`src/rtl/stx_pkg.sv`:
```
// package: register map, field positions, states and shared helpers
package stx_pkg;
   // register byte offsets on the bus
   localparam logic [7:0] STX_OFS_HOLD = 8'h00;  // transmit_holding
   localparam logic [7:0] STX_OFS_MODE = 8'h04;  // serial_format_mode
   localparam logic [7:0] STX_OFS_CTRL = 8'h08;  // control bits
   localparam logic [7:0] STX_OFS_STAT = 8'h0C;  // status flags
   localparam logic [7:0] STX_OFS_RATE = 8'h10;  // bit period divisor
   localparam logic [7:0] STX_OFS_RXD  = 8'h14;  // receive_holding
   // reset values
   localparam logic [7:0] STX_RST_HOLD = 8'hFF;
   localparam logic [7:0] STX_RST_MODE = 8'h00;
   localparam logic [7:0] STX_RST_CTRL = 8'h00;
   localparam logic [7:0] STX_RST_RATE = 8'h0F;
   localparam logic [7:0] STX_RST_RXD  = 8'h00;
   // serial_format_mode fields
   localparam int STX_M_SYNC = 7;  // 1 = clocked synchronous
   localparam int STX_M_CHR  = 6;  // char_length_select, 1 = 7 bits
   localparam int STX_M_PE   = 5;  // parity_enable_bit
   localparam int STX_M_ODD  = 4;  // 1 = odd parity
   localparam int STX_M_STOP = 3;  // 1 = two stop bits
   localparam int STX_M_MP   = 2;  // multidrop_format_select
   localparam int STX_M_CKSH = 1;  // baud_src_sel_hi
   localparam int STX_M_CKSL = 0;  // baud_src_sel_lo
   // control fields
   localparam int STX_C_TE   = 5;  // transmit_enable_bit
   localparam int STX_C_RE   = 4;  // receive enable
   localparam int STX_C_MPE  = 3;  // multidrop_global_enable
   localparam int STX_C_STBY = 1;  // standby request
   localparam int STX_C_MPBT = 0;  // multidrop bit to send
   // status fields
   localparam int STX_S_HEMP = 7;  // tx_holding_empty_flag
   localparam int STX_S_RXF  = 6;  // receive_holding full
   localparam int STX_S_FERR = 4;  // framing error
   localparam int STX_S_PERR = 3;  // parity error
   localparam int STX_S_TEND = 2;  // transmitter idle
   localparam int STX_S_MPB  = 1;  // received multidrop bit
   // prescaler masks for /1, /4, /16, /64
   localparam logic [5:0] STX_PRE_M1  = 6'h00;
   localparam logic [5:0] STX_PRE_M4  = 6'h03;
   localparam logic [5:0] STX_PRE_M16 = 6'h0F;
   localparam logic [5:0] STX_PRE_M64 = 6'h3F;

   // serial frame states, shared by both directions
   typedef enum logic [2:0] {
      STX_IDLE  = 3'b000,
      STX_START = 3'b001,
      STX_DATA  = 3'b010,
      STX_PAR   = 3'b011,
      STX_STOP1 = 3'b100,
      STX_STOP2 = 3'b101
   } stx_state_type;

   // parity bit over 7 or 8 data bits, even or odd
   function automatic logic stx_parity(input logic [7:0] d, input logic seven, input logic odd);
      stx_parity = (^d[6:0]) ^ (d[7] & ~seven) ^ odd;
   endfunction
endpackage

```
`src/rtl/stx_rx.sv`:
```
// asynchronous serial receiver feeding receive_holding
`timescale 1ns/100ps
module stx_rx
   import stx_pkg::*;
#(
   parameter int RATE_W = 8
) (
   input  wire logic              clk,
   input  wire logic              rst,
   input  wire logic              en,       // receive active, async only
   input  wire logic              pre_tick, // prescaled baud tick
   input  wire logic [RATE_W-1:0] rate,     // bit period minus one
   input  wire logic              seven,    // 7-bit characters
   input  wire logic              par_en,   // parity checked
   input  wire logic              odd,      // odd parity
   input  wire logic              mp_en,    // multidrop bit expected
   input  wire logic              rxd,      // serial input
   output logic                   done,     // one-cycle pulse per char
   output logic [7:0]             data,     // received character
   output logic                   perr,     // parity mismatch
   output logic                   ferr,     // first stop bit low
   output logic                   mpb       // received multidrop bit
);
   // whole receiver state
   typedef struct packed {
      stx_state_type     st;
      logic              prev;
      logic [RATE_W-1:0] cnt;
      logic [2:0]        bitn;
      logic [7:0]        sh;
      logic              done;
      logic              perr;
      logic              ferr;
      logic              mpb;
   } stx_rxs_type;

   stx_rxs_type s_q;  // registered state
   stx_rxs_type s_d;  // next state
   logic        samp; // sampling point of the current bit

   // frame sequencing, sampled mid-bit
   always_comb begin
      s_d      = s_q;
      s_d.done = 1'b0;
      s_d.prev = rxd;
      samp     = 1'b0;
      if (pre_tick && s_q.st != STX_IDLE) begin
         s_d.cnt = s_q.cnt + 1'b1;
         if (s_q.st == STX_START) begin
            samp = (s_q.cnt == (rate >> 1));
         end else begin
            samp = (s_q.cnt == rate);
         end
         if (samp) begin
            s_d.cnt = '0;
         end
      end
      case (s_q.st)
         STX_IDLE: begin
            // falling edge opens a frame
            if (s_q.prev && !rxd) begin
               s_d.st  = STX_START;
               s_d.cnt = '0;
            end
         end
         STX_START: begin
            // a glitch shorter than half a bit is dropped
            if (samp) begin
               s_d.st   = rxd ? STX_IDLE : STX_DATA;
               s_d.bitn = 3'h0;
            end
         end
         STX_DATA: begin
            if (samp) begin
               s_d.sh   = {rxd, s_q.sh[7:1]};
               s_d.bitn = s_q.bitn + 3'h1;
               if (s_q.bitn == (seven ? 3'h6 : 3'h7)) begin
                  // bit 7 stored as zero for short chars
                  if (seven) begin
                     s_d.sh = {1'b0, rxd, s_q.sh[7:2]};
                  end
                  s_d.st = (par_en || mp_en) ? STX_PAR : STX_STOP1;
               end
            end
         end
         STX_PAR: begin
            if (samp) begin
               s_d.mpb  = mp_en ? rxd : 1'b0;
               s_d.perr = par_en && (rxd != stx_parity(s_q.sh, seven, odd));
               s_d.st   = STX_STOP1;
            end
         end
         STX_STOP1: begin
            // only the first stop bit is checked; a low second
            // stop bit is then seen as the next start
            if (samp) begin
               s_d.ferr = !rxd;
               s_d.done = 1'b1;
               s_d.prev = 1'b1;
               s_d.st   = STX_IDLE;
            end
         end
         default: s_d.st = STX_IDLE;
      endcase
      if (!par_en) begin
         s_d.perr = s_d.st == STX_STOP1 ? s_d.perr : 1'b0;
      end
      if (!en) begin
         s_d.st = STX_IDLE;
      end
   end

   // state register
   always_ff @(posedge clk or posedge rst) begin
      if (rst) begin
         s_q <= '{st: STX_IDLE, prev: 1'b1, default: '0};
      end else begin
         s_q <= s_d;
      end
   end

   assign done = s_q.done;
   assign data = s_q.sh;
   assign perr = s_q.perr;
   assign ferr = s_q.ferr;
   assign mpb  = s_q.mpb;
endmodule // stx_rx

```
`src/rtl/stx_top.sv`:
```
// serial transmit buffer, format control and register slave
//
// Implementation choices: the address map and the APB interface to the registers.
`timescale 1ns/100ps
module stx_top
   import stx_pkg::*;
#(
   parameter int RATE_W = 8  // width of the bit period divisor
) (
   input  wire logic        CLK_SYS,
   input  wire logic        RST,
   input  wire logic        PSEL,
   input  wire logic        PENABLE,
   input  wire logic        PWRITE,
   input  wire logic [7:0]  PADDR,
   input  wire logic [31:0] PWDATA,
   output logic      [31:0] PRDATA,
   output logic             PREADY,
   output logic             PSLVERR,
   input  wire logic        RXD,
   output logic             TXD,
   output logic             TXD_OE,
   output logic             SCK_OUT
);
   // refuse divisor widths the registers cannot hold
   if (RATE_W < 1 || RATE_W > 8) begin : g_chk
      $error("RATE_W must be 1 to 8");
   end

   // whole block state; every flop of the block except the receiver's sits in this one
   // struct so that the single clocked process below registers it
   // and each top output is read straight from a flop
   typedef struct packed {
      logic [7:0]        hold;   // transmit_holding
      logic [7:0]        mode;   // serial_format_mode
      logic [7:0]        ctrl;   // control bits
      logic [RATE_W-1:0] rate;   // bit period minus one
      logic [7:0]        rxbuf;  // receive_holding
      logic              hemp;   // tx_holding_empty_flag
      logic              tend;   // nothing left to send
      logic              rxf;    // receive_holding full
      logic              ferr;   // sticky framing error
      logic              perr;   // sticky parity error
      logic              mpb;    // last multidrop bit
      logic [5:0]        pre;    // prescaler counter
      logic              tick;   // prescaled baud tick
      stx_state_type     st;     // transmit sequencer
      logic [7:0]        shift;  // transmit_shift, no bus path
      logic [2:0]        bitn;   // data bit index
      logic [RATE_W-1:0] cnt;    // ticks within a bit
      logic              xbit;   // parity or multidrop bit
      logic              txd;
      logic              txd_oe;
      logic              sck;
      logic [31:0]       prdata;
      logic              pready;
      logic              pslverr;
   } stx_state_all_type;

   stx_state_all_type s_q;  // registered state
   stx_state_all_type s_d;  // next state

   // decoded format settings; fields that a mode ignores are forced
   // off here so that the sequencer never looks at raw mode bits
   logic       sync_m;    // clocked synchronous
   logic       seven;     // 7-bit chars, async only
   logic       mp_on;     // multidrop format in force
   logic       par_on;    // parity in force
   logic       odd;       // odd parity
   logic       two_stop;  // two stop bits
   logic       te;        // transmitter enabled
   logic       stby;      // standby held
   logic [5:0] pmask;     // prescaler mask
   // bus phase helpers
   logic       acc;       // access phase, first cycle
   logic       wr;        // write commit edge
   logic       wr_hold;   // write to holding this cycle
   logic [7:0] rsel;      // read data mux
   // transmit helpers
   logic       bit_end;   // last tick of a serial bit
   logic       fin;       // character completes
   logic       last_bit;  // final data bit
   // receiver outputs
   logic       rx_done;
   logic [7:0] rx_data;
   logic       rx_perr;
   logic       rx_ferr;
   logic       rx_mpb;

   // true when the offset names a register
   // anything else, the hidden shift register included, is refused
   function automatic logic mapped(input logic [7:0] a);
      mapped = (a == STX_OFS_HOLD) || (a == STX_OFS_MODE) || (a == STX_OFS_CTRL) ||
               (a == STX_OFS_STAT) || (a == STX_OFS_RATE) || (a == STX_OFS_RXD);
   endfunction

   // format decode from the mode and control registers
   always_comb begin
      sync_m   = s_q.mode[STX_M_SYNC];
      seven    = !sync_m && s_q.mode[STX_M_CHR];
      mp_on    = !sync_m && s_q.mode[STX_M_MP] && s_q.ctrl[STX_C_MPE];
      par_on   = !sync_m && !mp_on && s_q.mode[STX_M_PE];
      odd      = par_on && s_q.mode[STX_M_ODD];
      two_stop = !sync_m && s_q.mode[STX_M_STOP];
      te       = s_q.ctrl[STX_C_TE];
      stby     = s_q.ctrl[STX_C_STBY];
      // baud source select: the tap sets how often the shared
      // prescaler ticks; a serial bit then lasts rate+1 of those
      // ticks
      case ({s_q.mode[STX_M_CKSH], s_q.mode[STX_M_CKSL]})
         2'b00:   pmask = STX_PRE_M1;
         2'b01:   pmask = STX_PRE_M4;
         2'b10:   pmask = STX_PRE_M16;
         2'b11:   pmask = STX_PRE_M64;
         default: pmask = STX_PRE_M1;
      endcase
   end

   // bus phase decode: the first access cycle is the one with ready
   // still low, which gives exactly one wait state; a write lands at
   // the following edge, where the master sees ready high
   always_comb begin
      acc     = PSEL && PENABLE && !s_q.pready;
      wr      = PSEL && PENABLE && s_q.pready && PWRITE && !s_q.pslverr;
      wr_hold = wr && PADDR == STX_OFS_HOLD && !stby;
      // read mux; the shift register is not visible
      case (PADDR)
         STX_OFS_HOLD: rsel = s_q.hold;
         STX_OFS_MODE: rsel = s_q.mode;
         STX_OFS_CTRL: rsel = s_q.ctrl;
         STX_OFS_STAT: rsel = {s_q.hemp, s_q.rxf, 1'b0, s_q.ferr, s_q.perr, s_q.tend, s_q.mpb, 1'b0};
         STX_OFS_RATE: rsel = 8'(s_q.rate);
         STX_OFS_RXD:  rsel = s_q.rxbuf;
         default:      rsel = 8'h00;
      endcase
   end

   // next state of registers, prescaler and transmitter
   always_comb begin
      s_d = s_q;
      // bus answer one cycle into the access phase
      s_d.pready = acc;
      if (acc) begin
         s_d.pslverr = !mapped(PADDR);
         s_d.prdata  = {24'h000000, rsel};
      end else begin
         s_d.pslverr = 1'b0;
      end
      // prescaled tick from the free-running counter; it is shared with
      // the receiver and never restarted, so the first bit of a frame
      // that starts from idle may be up to one tap period short
      s_d.pre  = s_q.pre + 6'h01;
      s_d.tick = (s_q.pre & pmask) == pmask;
      // register writes on the commit edge
      if (wr) begin
         case (PADDR)
            STX_OFS_HOLD: if (!stby) s_d.hold = PWDATA[7:0];
            STX_OFS_MODE: if (!stby) s_d.mode = PWDATA[7:0];
            STX_OFS_CTRL: s_d.ctrl = PWDATA[7:0];
            STX_OFS_RATE: s_d.rate = PWDATA[RATE_W-1:0];
            STX_OFS_STAT: begin
               // zero written clears the error flags
               if (!PWDATA[STX_S_FERR]) s_d.ferr = 1'b0;
               if (!PWDATA[STX_S_PERR]) s_d.perr = 1'b0;
            end
            default: ;
         endcase
      end
      // holding written means a character waits
      if (wr_hold) begin
         s_d.hemp = 1'b0;
      end
      // receive_holding read empties it
      if (acc && !PWRITE && PADDR == STX_OFS_RXD) begin
         s_d.rxf = 1'b0;
      end
      // a new character wins over the read clear; an error flag that
      // software clears in the same cycle stays clear unless this
      // character brings a new error of that kind
      if (rx_done) begin
         s_d.rxbuf = rx_data;
         s_d.rxf   = 1'b1;
         s_d.mpb   = rx_mpb;
         s_d.ferr  = s_d.ferr | rx_ferr;
         s_d.perr  = s_d.perr | rx_perr;
      end
      // bit timing inside a frame: a bit ends on the tick at which the
      // count reaches the rate value, then the count starts over
      bit_end  = s_q.tick && s_q.cnt == s_q.rate;
      last_bit = s_q.bitn == (seven ? 3'h6 : 3'h7);
      fin      = 1'b0;
      if (s_q.st != STX_IDLE && s_q.tick) begin
         s_d.cnt = bit_end ? '0 : s_q.cnt + 1'b1;
      end
      case (s_q.st)
         STX_IDLE: s_d.txd = 1'b1;
         STX_START: begin
            if (bit_end) begin
               s_d.st  = STX_DATA;
               s_d.txd = s_q.shift[0];
            end
         end
         STX_DATA: begin
            if (bit_end) begin
               s_d.shift = s_q.shift >> 1;
               s_d.bitn  = s_q.bitn + 3'h1;
               s_d.txd   = s_q.shift[1];
               if (last_bit) begin
                  if (sync_m) begin
                     fin = 1'b1;
                  end else if (mp_on || par_on) begin
                     s_d.st  = STX_PAR;
                     s_d.txd = s_q.xbit;
                  end else begin
                     s_d.st  = STX_STOP1;
                     s_d.txd = 1'b1;
                  end
               end
            end
         end
         STX_PAR: begin
            if (bit_end) begin
               s_d.st  = STX_STOP1;
               s_d.txd = 1'b1;
            end
         end
         STX_STOP1: begin
            if (bit_end) begin
               if (two_stop) begin
                  s_d.st = STX_STOP2;
               end else begin
                  fin = 1'b1;
               end
            end
         end
         STX_STOP2: if (bit_end) fin = 1'b1;
         default: s_d.st = STX_IDLE;
      endcase
      // load holding into shift at the end of a character
      // or from idle; a write in the same cycle waits one clock,
      // since the load would set the empty flag that the write
      // clears, and the character just written would be lost
      if ((s_q.st == STX_IDLE || fin) && te && !s_q.hemp && !wr_hold && !stby) begin
         s_d.shift = seven ? {1'b0, s_q.hold[6:0]} : s_q.hold;
         s_d.xbit  = mp_on ? s_q.ctrl[STX_C_MPBT] : stx_parity(s_q.hold, seven, odd);
         s_d.hemp  = 1'b1;
         s_d.tend  = 1'b0;
         s_d.bitn  = 3'h0;
         s_d.cnt   = '0;
         s_d.st    = sync_m ? STX_DATA : STX_START;
         s_d.txd   = sync_m ? s_q.hold[0] : 1'b0;
      end else if (fin) begin
         // nothing waiting: shift register left untouched
         // the line returns to its idle level after the last stop
         s_d.st   = STX_IDLE;
         s_d.tend = 1'b1;
         s_d.txd  = 1'b1;
      end
      // transmit enable low stops the frame and frees the pin
      // a character still waiting in holding goes out once enable returns
      if (!te) begin
         s_d.st   = STX_IDLE;
         s_d.txd  = 1'b1;
         s_d.tend = 1'b1;
      end
      s_d.txd_oe = s_d.ctrl[STX_C_TE];
      // serial clock low in the first half of each sync bit
      // so the partner can take the data on the rising clock edge
      s_d.sck = !(sync_m && s_d.st == STX_DATA && s_d.cnt <= (s_q.rate >> 1));
      // standby returns holding and format to reset values;
      // control and rate are kept so software can leave standby
      if (s_d.ctrl[STX_C_STBY]) begin
         s_d.hold = STX_RST_HOLD;
         s_d.mode = STX_RST_MODE;
         s_d.hemp = 1'b1;
         s_d.st   = STX_IDLE;
         s_d.txd  = 1'b1;
         s_d.tend = 1'b1;
         s_d.sck  = 1'b1;
      end
   end

   // state register
   // reset puts holding to all ones and the format to zero
   always_ff @(posedge CLK_SYS or posedge RST) begin
      if (RST) begin
         s_q <= '{hold: STX_RST_HOLD, mode: STX_RST_MODE, ctrl: STX_RST_CTRL,
                  rate: RATE_W'(STX_RST_RATE), rxbuf: STX_RST_RXD, hemp: 1'b1,
                  tend: 1'b1, st: STX_IDLE, txd: 1'b1, sck: 1'b1, default: '0};
      end else begin
         s_q <= s_d;
      end
   end

   // async receiver, runs in async mode while receive enable is set and standby is off
   // it shares the prescaled tick and the rate with the transmitter
   stx_rx #(
      .RATE_W (RATE_W)
   ) u_rx (
      .clk      (CLK_SYS),
      .rst      (RST),
      .en       (!sync_m && s_q.ctrl[STX_C_RE] && !stby),
      .pre_tick (s_q.tick),
      .rate     (s_q.rate),
      .seven    (seven),
      .par_en   (par_on),
      .odd      (odd),
      .mp_en    (mp_on),
      .rxd      (RXD),
      .done     (rx_done),
      .data     (rx_data),
      .perr     (rx_perr),
      .ferr     (rx_ferr),
      .mpb      (rx_mpb)
   );

   // outputs straight from the state register
   // no output passes through logic after its flop
   assign PRDATA  = s_q.prdata;
   assign PREADY  = s_q.pready;
   assign PSLVERR = s_q.pslverr;
   assign TXD     = s_q.txd;
   assign TXD_OE  = s_q.txd_oe;
   assign SCK_OUT = s_q.sck;
endmodule // stx_top

```
`config.mk`:
```
export PLATFORM = sky130hd
export DESIGN_NAME = stx_top
export DESIGN_NICKNAME = d
export VERILOG_FILES = /design/src/rtl/stx_pkg.sv /design/src/rtl/stx_rx.sv /design/src/rtl/stx_top.sv
export SDC_FILE = /design/constraint.sdc
export NUM_CORES = 1
export LEC_CHECK = 0
export BUFFER_PORTS_ARGS = -buffer_cell sky130_fd_sc_hd__buf_4
export CORE_AREA = 2 2 102 178
export DETAILED_ROUTE_END_ITERATION = 10
export DIE_AREA = 0 0 104 180
export HOLD_SLACK_MARGIN = 0.1
export PLACE_DENSITY_LB_ADDON = 0.1
export SLEW_MARGIN = 20
export SYNTH_ARGS = -nofsm -noshare
export SYNTH_HDL_FRONTEND = slang
export SYNTH_HIERARCHICAL = 1
export SYNTH_SLANG_ARGS = --single-unit
```
`constraint.sdc`:
```
create_clock -name CLK_SYS -period 3.6 [get_ports CLK_SYS]
set_input_delay 0.54 -clock CLK_SYS [delete_from_list [all_inputs] [get_ports CLK_SYS]]
set_output_delay 0.54 -clock CLK_SYS [all_outputs]
set_load 0.02 [all_outputs]
```
== After elaboration in Yosys (flattened, before gate mapping) ==
Index checks and enable logic that the tools add are counted.

* Add/sub/neg operators: 5
* Equality and inequality tests: 34
* Order comparisons: 1
* Bitwise gates (word level): 10
* Reductions and logical operators: 74
* Mux-type cells: 92

{| class="wikitable"
|+ Operators with widths
! operator !! count
|-
| 8-bit two-way mux || 14
|-
| 3-bit two-way mux || 18
|-
| 8-bit one-hot mux with 6 select lines || 1
|-
| 1-bit two-way mux || 40
|-
| 32-bit two-way mux || 1
|-
| 3-bit one-hot mux with 5 select lines || 2
|-
| 1-bit logical AND || 29
|-
| 6-bit one-hot mux with 4 select lines || 1
|-
| 11-bit two-way mux || 2
|-
| 20-bit two-way mux || 1
|-
| 6-bit != test, second input constant || 3
|-
| 8-bit by 1-bit adder with 8-bit output, second input constant || 2
|-
| 8-bit by 4-bit equality test with 1-bit output, second input constant || 2
|-
| 8-bit by 5-bit equality test with 1-bit output, second input constant || 2
|-
| 8-bit equality test || 2
|-
| 16-bit two-way mux || 1
|-
| 3-bit by 2-bit equality test with 1-bit output, second input constant || 5
|-
| 14-bit two-way mux || 1
|-
| 2-bit nonzero test || 7
|-
| 7-bit XOR reduction || 2
|-
| 3-bit equality test, second input constant || 4
|-
| 2-bit AND reduction || 6
|-
| 1-bit logical NOT || 11
|-
| 2-bit two-way mux || 5
|-
| other kinds (31) || 54
|}

* Register bits: 116
* Word-level logic and storage cells: 250
* Input bits: 46
* Output and inout bits: 37

== Depth between registers and ports, before layout ==
Gate-level depths: netlist of run 1.

* Depth after elaboration: 20
* Gate-level depth with buffers: 14
* Gate-level depth less buffers: 13

== Hierarchy ==
Netlist of run 1, hierarchy kept.

{| class="wikitable"
|+ By module, submodules not included
! module !! seq. area each (µm²) !! area each (µm²) !! times used !! cells an instance
|-
| stx_top || 2222.1 || 4973.5 || 1 || 519
|-
| stx_rx || 676.9 || 1823.0 || 1 || 188
|}

== Worst setup path after synthesis of run 1 ==
Ideal clock, no wire load.

* Path kind: input to register
* Start: input PADDR[2]
* End: register s_q (netlist bit SCK_OUT)
* Required time: 3514 ps
* Arrival time: 3207 ps
* Stages: 12
* Slack: 307 ps
* Cells stage by stage: or4_4 > or3_1 > o21ai_2 > a2bb2o_4 > clkbuf_1 > nor2_1 > ha_1 > o21a_1 > o21ai_0 > a21o_1 > a21oi_1 > a2111o_1

{| class="wikitable"
|+ RTL lines
! what !! line !! source
|-
| from (decl) || stx_top.sv:15 || <nowiki>input wire logic [7:0] PADDR,</nowiki>
|-
| to (signal assigned) || stx_top.sv:287 || <nowiki>s_q <= '{hold: STX_RST_HOLD, mode: STX_RST_MODE, ctrl: STX_RST_CTRL,</nowiki>
|-
| to (decl) || stx_top.sv:60 || <nowiki>stx_state_all_type s_q;</nowiki>
|}

==> flow_summary_export.csv, run 1 <==
group,metric,value,unit
worst_setup_path,slowest_stage,"or4_1",
power_and_ir_drop,power.density,419.6,nW/um^2
placement,gp_congestion,0.8926,
final_layout,fillers,1710,
status,status,"finished clean",
power_and_ir_drop,net-switching-power,818.4,uW
flow_run,maxCapViolCount,0,
synthesis,syn_area_per_cell,9.613,um^2
final_layout,final_nets,807,
floorplan,die-area,18720,um^2
synthesis,netlist_instances,707,
synthesis,synthArstFlopShare,100.0,%
final_layout,drive_gt1_share,21.26,%
sta,fin_crit,3403,ps
grt,overflow,0,
sta,fmax,293.9,MHz
drt,drc,0,
drt,antenna_left,0,
power_and_ir_drop,p_comb_share,8.5,%
sta,worst_pin_slew,909.1,ps
worst_setup_path,reg2regPathDepth,12,
worst_setup_path,cp_data_arrival_time,3750,ps
grt,grt.total_usage,20.30,%
cts,cts_tree,"built",
drt,drt_iter0_markers,237,
final_layout,layout_common_cells,"98 x dfrtp_1, 98 x nand2_1, 65 x buf_4",
worst_setup_path,critPathMaxFanout,7,
sta,maxSlewViolCount,0,
cts,root_buffer,"clkbuf_16",
synthesis,netlist_area,6797,um^2
sta,hold_viol_final,0,
power_and_ir_drop,p_leak,3.405,nW
final_layout,synthToLayoutAreaGrowth,14.69,%
drt,wl_met2,10.04,mm
power_and_ir_drop,ir_drop,226.7,uV
cts,cts_resized,0,
cts,clk_latency,430,ps
floorplan,num_io_pins,83,
placement,dp_hpwl,13.77,mm
power_and_ir_drop,clkPwrFrac,49.2,%
sta,relSlewSlack,38.93,%
drt,routed_wl,18.20,mm
sta,fin_setup_tns,0,ps
final_layout,antenna_cells,0,
cts,cts.sinks,115,
worst_setup_path,startpoint_type,"register",
drt,wl_met1,7.038,mm
cts,postCtsSetupRepairBufs,0,
worst_setup_path,cp_num_buf_inv,0,
worst_setup_path,cp.required,3950,ps
worst_setup_path,cp.depth,12,
cts,clkTransAtPathRegs,60,ps
synthesis,synth_edf_count,0,
sta,finClkSkew,12.96,ps
cts,htree_levels,4,
placement,place_area,7236,um^2
worst_setup_path,cp_common_cell,"a21oi_1",
synthesis,synth_cell_types,78,
synthesis,seq_area_frac_synth,42.65,%
min_path,hold_path_class,"input pin to asynchronous set/reset pin",
power_and_ir_drop,intPower,2.452,mW
cts,hold_buffers,0,
power_and_ir_drop,p_sw_share,25.02,%
power_and_ir_drop,seq_power_share,42.3,%
cts,clk_path_buf_depth,2,
cts,cts_buffers,17,
sta,setup_viol,0,
synthesis,synthFlopType,"dfrtp_1",
floorplan,rows,64,
drt,met3_wirelength,558,um
grt,grt_pass1_vias,5464,
floorplan,dieWidth,104,um
synthesis,ys_ff_latch,115,
drt,wl_per_cell,18.33,um
drt,dr.pass1.iters,4,
worst_setup_path,cp-end-kind,"register",
grt,grt_max_degree,48,
final_layout,finalInstanceArea,7795,um^2
drt,viasPerCell,5.297,
worst_setup_path,max_stage_delay,600,ps
sta,fin_crit_sh,94.53,%
synthesis,synth_warnings,6,
drt,routed.top_layer,"met4",
floorplan,start_util,39.29,%
drt,num_vias,5260,
placement,io_buffers,34,
floorplan,core,17300,um^2
grt,antenna_found_initial,0,
worst_setup_path,critPathKind,"register to register",
floorplan,die_y,180,um
worst_setup_path,critPathTopFamily,"compound AO/OA/AOI/OAI gates",
grt,grt_pass1_wl,29.61,mm
worst_setup_path,path_cells,"or3b_1 -> o32a_1 -> or4_1 -> a21oi_4 -> a21oi_1 -> ha_1 -> nor2b_1 -> o21a_1 -> o21ai_0 -> a21o_1 -> a21oi_1 -> a2111o_1",
sta,rsz0062_at_grt,"no",
## flip-flops by register name, summed over array words and instances (netlist names), 8 cells and up
signal     cells
s_q           76
u_rx/s_q      15
PRDATA         8
u_rx/data      8
## stage by stage
step	power (mW)	instances	hold slack, ps	utilization, %	worst slack, ps
after floorplan	1.616	730	414.4	-	307.1
after global placement	1.679	961	428.4	41.83	54.03
after detailed placement	1.686	961	438.8	41.83	22.38
after CTS	3.297	993	310.1	45.07	216.2
after global routing	3.385	993	250.8	45.07	70.54
final	3.271	993	203.4	45.07	197.0
## path summary, 6_finish.rpt
| kind | endpoint | start | slack (ps) |
|---|---|---|---|
| setup / recovery | SCK_OUT | s_q[59] | 200 |
| hold / removal | u_rx/done | RST | 200 |
| setup reg to reg | SCK_OUT | s_q[59] | 200 |
| hold reg to reg | s_q[61] | s_q[61] | 440 |
| max in group asynchronous | s_q[82] | RST | 2430 |
| min in group CLK_SYS | s_q[96] | PWDATA[7] | 370 |
## area by class of cell
cell class	count	area (um^2)	share of cell area (%)
clock inverters	8	77.57	0.9952
repair buffers	65	488.0	6.260
well taps	231	289.0	3.708
multi-input cells	524	3461	44.40
inverters	26	98.84	1.268
flip-flops and latches	115	2899	37.19
clock buffers	24	481.7	6.180
## logic make-up (layout without fill, tap and decap cells)
| kind of cell | after synthesis | count (layout) | share of synthesized area (%) |
|---|---|---|---|
| multiplexers | 52 | 52 | 8.266 |
| flip-flops | 115 | 115 | 42.65 |
| AO/OA/AOI/OAI | 116 | 116 | 12.54 |
| buffers and inverters | 91 | 123 | 7.695 |
| other | 1 | 24 | 0.05518 |
| adder cells (fa/ha/maj) | 12 | 12 | 2.209 |
| XOR/XNOR | 52 | 52 | 6.701 |
| AND/OR/NAND/NOR | 268 | 268 | 19.88 |
## cell usage after synthesis (all sizes together), types with 4 or more instances
cell type  instances  area [um^2]
dfrtp             98         2452
nand2             98        367.9
nor2              52        195.2
buf               50        369.1
nand3             37        185.2
xnor2             35        306.5
mux2              33        371.6
a21oi             28        151.4
inv               25        93.84
mux2i             19        190.2
dfstp             17        446.7
o21ai             17        88.84
xor2              17        148.9
clkbuf            15        56.30
a31oi             12        118.9
ha                12        150.1
nor3              11        70.07
o22ai             10        62.56
a221oi             9        78.83
and3               9        56.30
nor2b              8        50.05
a21o               6        45.04
and4               6        52.55
nand3b             6        48.80
nand4              6        37.54
nor3b              5        42.54
o211ai             5        37.54
or3                5        31.28
and2               4        25.02
nand2b             4        25.02
## power by group through the flow
| stage | sequential (mW) | combinational [mW] | clock, mW |
|---|---|---|---|
| detailed placement | 1.41 | 0.280 | 0 |
| global route | 1.39 | 0.306 | 1.69 |
| finish | 1.39 | 0.277 | 1.61 |
| floorplan | 1.39 | 0.225 | 0 |
| global placement | 1.41 | 0.274 | 0 |
| CTS | 1.39 | 0.281 | 1.63 |
## worst register-to-register path: cells and delay by family, from the launching register on
family / cells / cell delay, ps
adder cells (fa/ha/maj): 1 / 290
AND/OR/NAND/NOR: 3 / 1150
AO/OA/AOI/OAI: 8 / 1430
flip-flops: 1 / 460
## metal layers
metal	vias to the layer above	global-route usage, %
met5	-	0
met4	0	9.568
met3	28	3.118
met2	104	38.13
met1	2618	21.97
li1	2510	-
No activity file was read; power rests on OpenSTA's default activity.
==> inputs of run 2 (changes only) <==
PLACE_DENSITY = 0.68   (was not set)
PLACE_DENSITY_LB_ADDON = not set   (was 0.1)
==> run 2 against run 1 <==
Effect of this change:
- register-to-register slack better by 110 ps
- clock skew is 1.5 ps lower
- routed wire length fell by 4.3%
- critical endpoint unchanged
- highest routed layer unchanged
==> flow_summary_export.csv, run 2 (same netlist as run 1, synthesis figures left out) <==
group,metric,value,unit
drt,drc,0,
final_layout,drive_gt1_share,21.48,%
sta,fin_hold_ws,203.6,ps
sta,finClkSkew,11.45,ps
final_layout,fillers,1683,
worst_setup_path,max_stage_delay,640,ps
final_layout,final_nets,804,
grt,grt_pass1_vias,5428,
placement,dp_hpwl,12.95,mm
sta,fin_crit_sh,91.40,%
drt,antenna_left,0,
cts,hold_buffers,0,
cts,cts_buffers,17,
power_and_ir_drop,ir_drop,313.5,uV
final_layout,largestRegisters,"s_q (76), u_rx/s_q (15)",
worst_setup_path,critPathMaxFanout,7,
worst_setup_path,reg2reg_to,"SCK_OUT",
final_layout,antenna_cells,0,
final_layout,seq_area,2899,um^2
power_and_ir_drop,p_comb_share,8.2,%
placement,place_area,7226,um^2
sta,relSlewSlack,41.21,%
worst_setup_path,path_cells,"xnor2_1 -> nand4_1 -> or4_1 -> a21oi_4 -> a21oi_1 -> ha_1 -> nor2b_1 -> o21a_1 -> o21ai_0 -> a21o_1 -> a21oi_1 -> a2111o_1",
flow_run,maxCapViolCount,0,
floorplan,num_io_pins,83,
placement,io_buffers,34,
sta,rsz0062_at_grt,"no",
drt,num_vias,5373,
final_layout,layout_common_cells,"98 x dfrtp_1, 98 x nand2_1, 61 x buf_4",
sta,maxSlewViolCount,0,
placement,gp_congestion,0.9048,
cts,clkTransAtPathRegs,60,ps
worst_setup_path,cp.required,3940,ps
grt,grt.total_usage,19.04,%
worst_setup_path,r2r_setup_slack,310,ps
final_layout,finalInstanceArea,7815,um^2
cts,cts.sinks,115,
power_and_ir_drop,clkPwrFrac,50.4,%
drt,drt_iter0_markers,266,
worst_setup_path,startpoint_type,"register",
sta,setup_viol,0,
worst_setup_path,critPathKind,"register to register",
sta,fmax,303.9,MHz
grt,antenna_found_initial,0,
floorplan,rows,64,
cts,clk_latency,420,ps
floorplan,start_util,39.29,%
power_and_ir_drop,net-switching-power,852.2,uW
floorplan,core,17300,um^2
worst_setup_path,cp_common_cell,"a21oi_1",
drt,dr.pass1.iters,5,
drt,viasPerCell,5.427,
sta,hold_viol_final,0,
drt,routed_wl,17.41,mm
sta,fin_crit,3290,ps
min_path,hold_path_class,"input pin to asynchronous set/reset pin",
final_layout,synthToLayoutAreaGrowth,14.99,%
floorplan,die-area,18720,um^2
power_and_ir_drop,power.density,428.2,nW/um^2
final_layout,largest_reg_flops,76,
grt,overflow,0,
drt,wl_per_cell,17.59,um
worst_setup_path,reg2regPathDepth,12,
cts,root_buffer,"clkbuf_16",
cts,htree_levels,4,
power_and_ir_drop,seq_power_share,41.4,%
floorplan,dieWidth,104,um
cts,cts_tree,"built",
worst_setup_path,slowest_stage,"dfstp_2",
cts,clk_path_buf_depth,2,
power_and_ir_drop,p_leak,3.408,nW
sta,fin_setup_tns,0,ps
power_and_ir_drop,p_sw_share,25.47,%
cts,postCtsSetupRepairBufs,0,
power_and_ir_drop,intPower,2.494,mW
grt,grt_max_degree,89,
cts,cts_resized,0,
sta,worst_pin_slew,875.1,ps
floorplan,die_y,180,um
grt,grt_pass1_wl,28.06,mm
worst_setup_path,cp_data_arrival_time,3630,ps
worst_setup_path,cp-end-kind,"register",
worst_setup_path,reg2reg_from,"s_q[83]",
status,status,"finished clean",
final_layout,largest-register,"s_q",
final_layout,multiInputGateArea,3461,um^2
## run 2: cell types whose count changed in the layout (fill, tap and decap cells not counted), sizes merged
cell,change
clkinvlp,+1
inv,+4
clkbuf,-6
buf,-3
bufinv,+1
## run 2: how the worst max path moves through the flow
stage | slack, ps | endpoint | startpoint
2_1_floorplan | 310 | SCK_OUT | PADDR[2]
3_3_place_gp | 100 | SCK_OUT | PADDR[2]
3_5_place_dp | 110 | SCK_OUT | PADDR[2]
4_1_cts | 300 | SCK_OUT | s_q[59]
5_1_grt | 140 | SCK_OUT | s_q[83]
6_report | 310 | SCK_OUT | s_q[83]
## run 2: metal layers
layer | vias up | track usage [%] | part of all wire, %
met5 | - | 0 | 0
met4 | 0 | 12.38 | 5.5
met3 | 55 | 3.952 | 3.8
met2 | 166 | 35.63 | 56
met1 | 2641 | 18.61 | 35
li1 | 2511 | - | -
## run 2: through the flow
step | util (%) | setup WS (ps) | total power, mW | cells
final | 45.18 | 309.6 | 3.346 | 990
after global routing | 45.18 | 138.7 | 3.458 | 990
after CTS | 45.18 | 297.7 | 3.372 | 990
after detailed placement | 41.78 | 109.7 | 1.680 | 958
after global placement | 41.78 | 102.8 | 1.675 | 958
after floorplan | - | 307.1 | 1.616 | 730
## run 2: area by class of cell
type / count / share of cell area (%)
clock inverter: 14 / 1.921
tap: 231 / 3.698
sequential: 115 / 37.10
multi-input combinational: 524 / 44.28
inverter: 26 / 1.265
timing repair buffer: 62 / 6.116
clock buffer: 18 / 5.620
## run 2: worst max-delay path, delay by kind of cell, from the launching register on
kind / cells / cell delay [ps]
XOR/XNOR: 1 / 160
AO/OA/AOI/OAI: 7 / 1130
AND/OR/NAND/NOR: 3 / 990
flip-flops: 1 / 640
adder cells (fa/ha/maj): 1 / 290
## run 2: power groups by stage
stage          Clock, mW  Combinational [mW]  Sequential (mW)
3_3_place_gp           0               0.270             1.40
3_5_place_dp           0               0.276             1.40
5_1_grt             1.77               0.301             1.39
4_1_cts             1.71               0.277             1.38
2_1_floorplan          0               0.225             1.39
6_report            1.69               0.274             1.38
==> inputs of run 3 (changes only) <==
BUFFER_PORTS_ARGS = -buffer_cell sky130_fd_sc_hd__buf_2   (was -buffer_cell sky130_fd_sc_hd__buf_4)
==> run 3 against run 2 <==
Effect of this change:
- clock skew fell by 3.2 ps
- maximum frequency fell by 0.67%
- combinational power fell by 5%
- critical path type unchanged
- register-to-register slack got worse by 20 ps
- design area fell by 0.82%
- critical path depth did not move
- die area did not move
- sequential power barely moved
- hold slack improved by 36 ps
==> flow_summary_export.csv, run 3 (same netlist as run 1, synthesis figures left out) <==
group,metric,value,unit
worst_setup_path,critPathMaxFanout,7,
cts,postCtsSetupRepairBufs,0,
placement,dp_hpwl,12.95,mm
drt,wl_per_cell,17.52,um
worst_setup_path,slowest_stage,"dfstp_2",
worst_setup_path,critPathKind,"register to register",
worst_setup_path,reg2regPathDepth,12,
worst_setup_path,critPathTopFamily,"compound AO/OA/AOI/OAI gates",
grt,overflow,0,
worst_setup_path,cp-end-kind,"register",
cts,root_buffer,"clkbuf_16",
power_and_ir_drop,p_leak,3.387,nW
power_and_ir_drop,p_comb_share,7.7,%
sta,setup_viol,0,
power_and_ir_drop,p_sw_share,25.27,%
sta,rsz0062_at_grt,"no",
final_layout,drive_gt1_share,21.42,%
sta,fin_setup_tns,0,ps
final_layout,largest-register,"s_q",
power_and_ir_drop,ir_drop,345.3,uV
worst_setup_path,cp_common_cell,"a21oi_1",
worst_setup_path,path_cells,"xnor2_1 -> nand4_1 -> or4_1 -> a21oi_4 -> a21oi_1 -> ha_1 -> nor2b_1 -> o21a_1 -> o21ai_0 -> a21o_1 -> a21oi_1 -> a2111o_1",
sta,fin_crit,3313,ps
placement,gp_congestion,0.9096,
floorplan,dieWidth,104,um
sta,hold_viol_final,0,
final_layout,synthToLayoutAreaGrowth,14.05,%
flow_run,maxCapViolCount,0,
grt,grt.total_usage,19.13,%
floorplan,die-area,18720,um^2
cts,cts_buffers,17,
floorplan,core,17300,um^2
worst_setup_path,r2r_setup_slack,290,ps
cts,clkTransAtPathRegs,60,ps
sta,maxSlewViolCount,0,
power_and_ir_drop,intPower,2.535,mW
final_layout,seq_area,2899,um^2
worst_setup_path,cp.required,3930,ps
worst_setup_path,max_stage_delay,650,ps
floorplan,die_y,180,um
worst_setup_path,reg2reg_to,"SCK_OUT",
final_layout,largest_reg_flops,76,
final_layout,layout_common_cells,"98 x dfrtp_1, 98 x nand2_1, 52 x nor2_1",
cts,htree_levels,4,
sta,fmax,301.9,MHz
grt,grt_pass1_wl,28.39,mm
final_layout,multiInputGateArea,3461,um^2
cts,cts.sinks,115,
grt,grt_pass1_vias,5499,
power_and_ir_drop,seq_power_share,40.7,%
min_path,hold_path_class,"input pin to asynchronous set/reset pin",
cts,clk_latency,410,ps
final_layout,largestRegisters,"s_q (76), u_rx/s_q (15)",
final_layout,final_nets,806,
floorplan,num_io_pins,83,
power_and_ir_drop,power.total,3.393,mW
drt,antenna_left,0,
sta,fin_crit_sh,92.02,%
grt,antenna_found_initial,0,
grt,grt_max_degree,40,
drt,drt_iter0_markers,354,
floorplan,rows,64,
power_and_ir_drop,clkPwrFrac,51.6,%
drt,viasPerCell,5.434,
final_layout,fillers,1677,
final_layout,antenna_cells,0,
status,status,"finished clean",
cts,clk_path_buf_depth,2,
sta,finClkSkew,8.228,ps
power_and_ir_drop,net-switching-power,857.2,uW
worst_setup_path,reg2reg_from,"s_q[83]",
worst_setup_path,cp_data_arrival_time,3640,ps
cts,hold_buffers,0,
sta,worst_pin_slew,983.4,ps
drt,routed_wl,17.38,mm
power_and_ir_drop,power.density,437.7,nW/um^2
placement,io_buffers,34,
drt,num_vias,5391,
worst_setup_path,cp_num_buf_inv,0,
floorplan,start_util,39.29,%
sta,relSlewSlack,34.04,%
drt,drc,0,
cts,cts_resized,0,
cts,cts_tree,"built",
worst_setup_path,startpoint_type,"register",
drt,dr.pass1.iters,5,
## run 3: per-stage QoR
step                      hold WS (ps)  std cells  instance area, um^2  util [%]  worst slack, ps
after detailed placement         435.0        960                 7143     41.30            96.93
after global routing             289.1        992                 7751     44.81            54.68
after CTS                        248.4        992                 7751     44.81            282.5
final                            239.4        992                 7751     44.81            287.5
after floorplan                  414.4        730                 6883         -            307.1
after global placement           427.8        960                 7143     41.30            77.37
## run 3: cell type report
type | count | share of cell area (%)
Inverter | 26 | 1.275
Clock inverter | 14 | 2.308
Sequential cell | 115 | 37.40
Clock buffer | 18 | 5.537
Tap cell | 231 | 3.729
Multi-Input combinational cell | 524 | 44.65
Timing Repair Buffer | 64 | 5.101
## run 3: how the worst max path moves through the flow
stage | startpoint | to | slack, ps | cells after the start
4_1_cts | s_q[83] | SCK_OUT | 280 | 12
3_3_place_gp | PADDR[4] | SCK_OUT | 80 | 14
2_1_floorplan | PADDR[2] | SCK_OUT | 310 | 12
6_report | s_q[83] | SCK_OUT | 290 | 12
5_1_grt | s_q[83] | SCK_OUT | 50 | 12
3_5_place_dp | PADDR[4] | SCK_OUT | 100 | 14
## run 3: power groups by stage
stage / registers, mW / clock network [mW] / logic, mW
global route: 1.39 / 1.83 / 0.288
finish: 1.38 / 1.75 / 0.260
floorplan: 1.39 / 0 / 0.225
global placement: 1.40 / 0 / 0.257
detailed placement: 1.40 / 0 / 0.261
CTS: 1.38 / 1.77 / 0.261
## run 3: routing by layer
layer,vias up,wire length [um],global-route usage [%]
li1,2512,-,-
met1,2634,6066,19.54
met2,178,9495,35.34
met3,67,711,2.828
met4,0,1103,13.08
met5,-,0,0
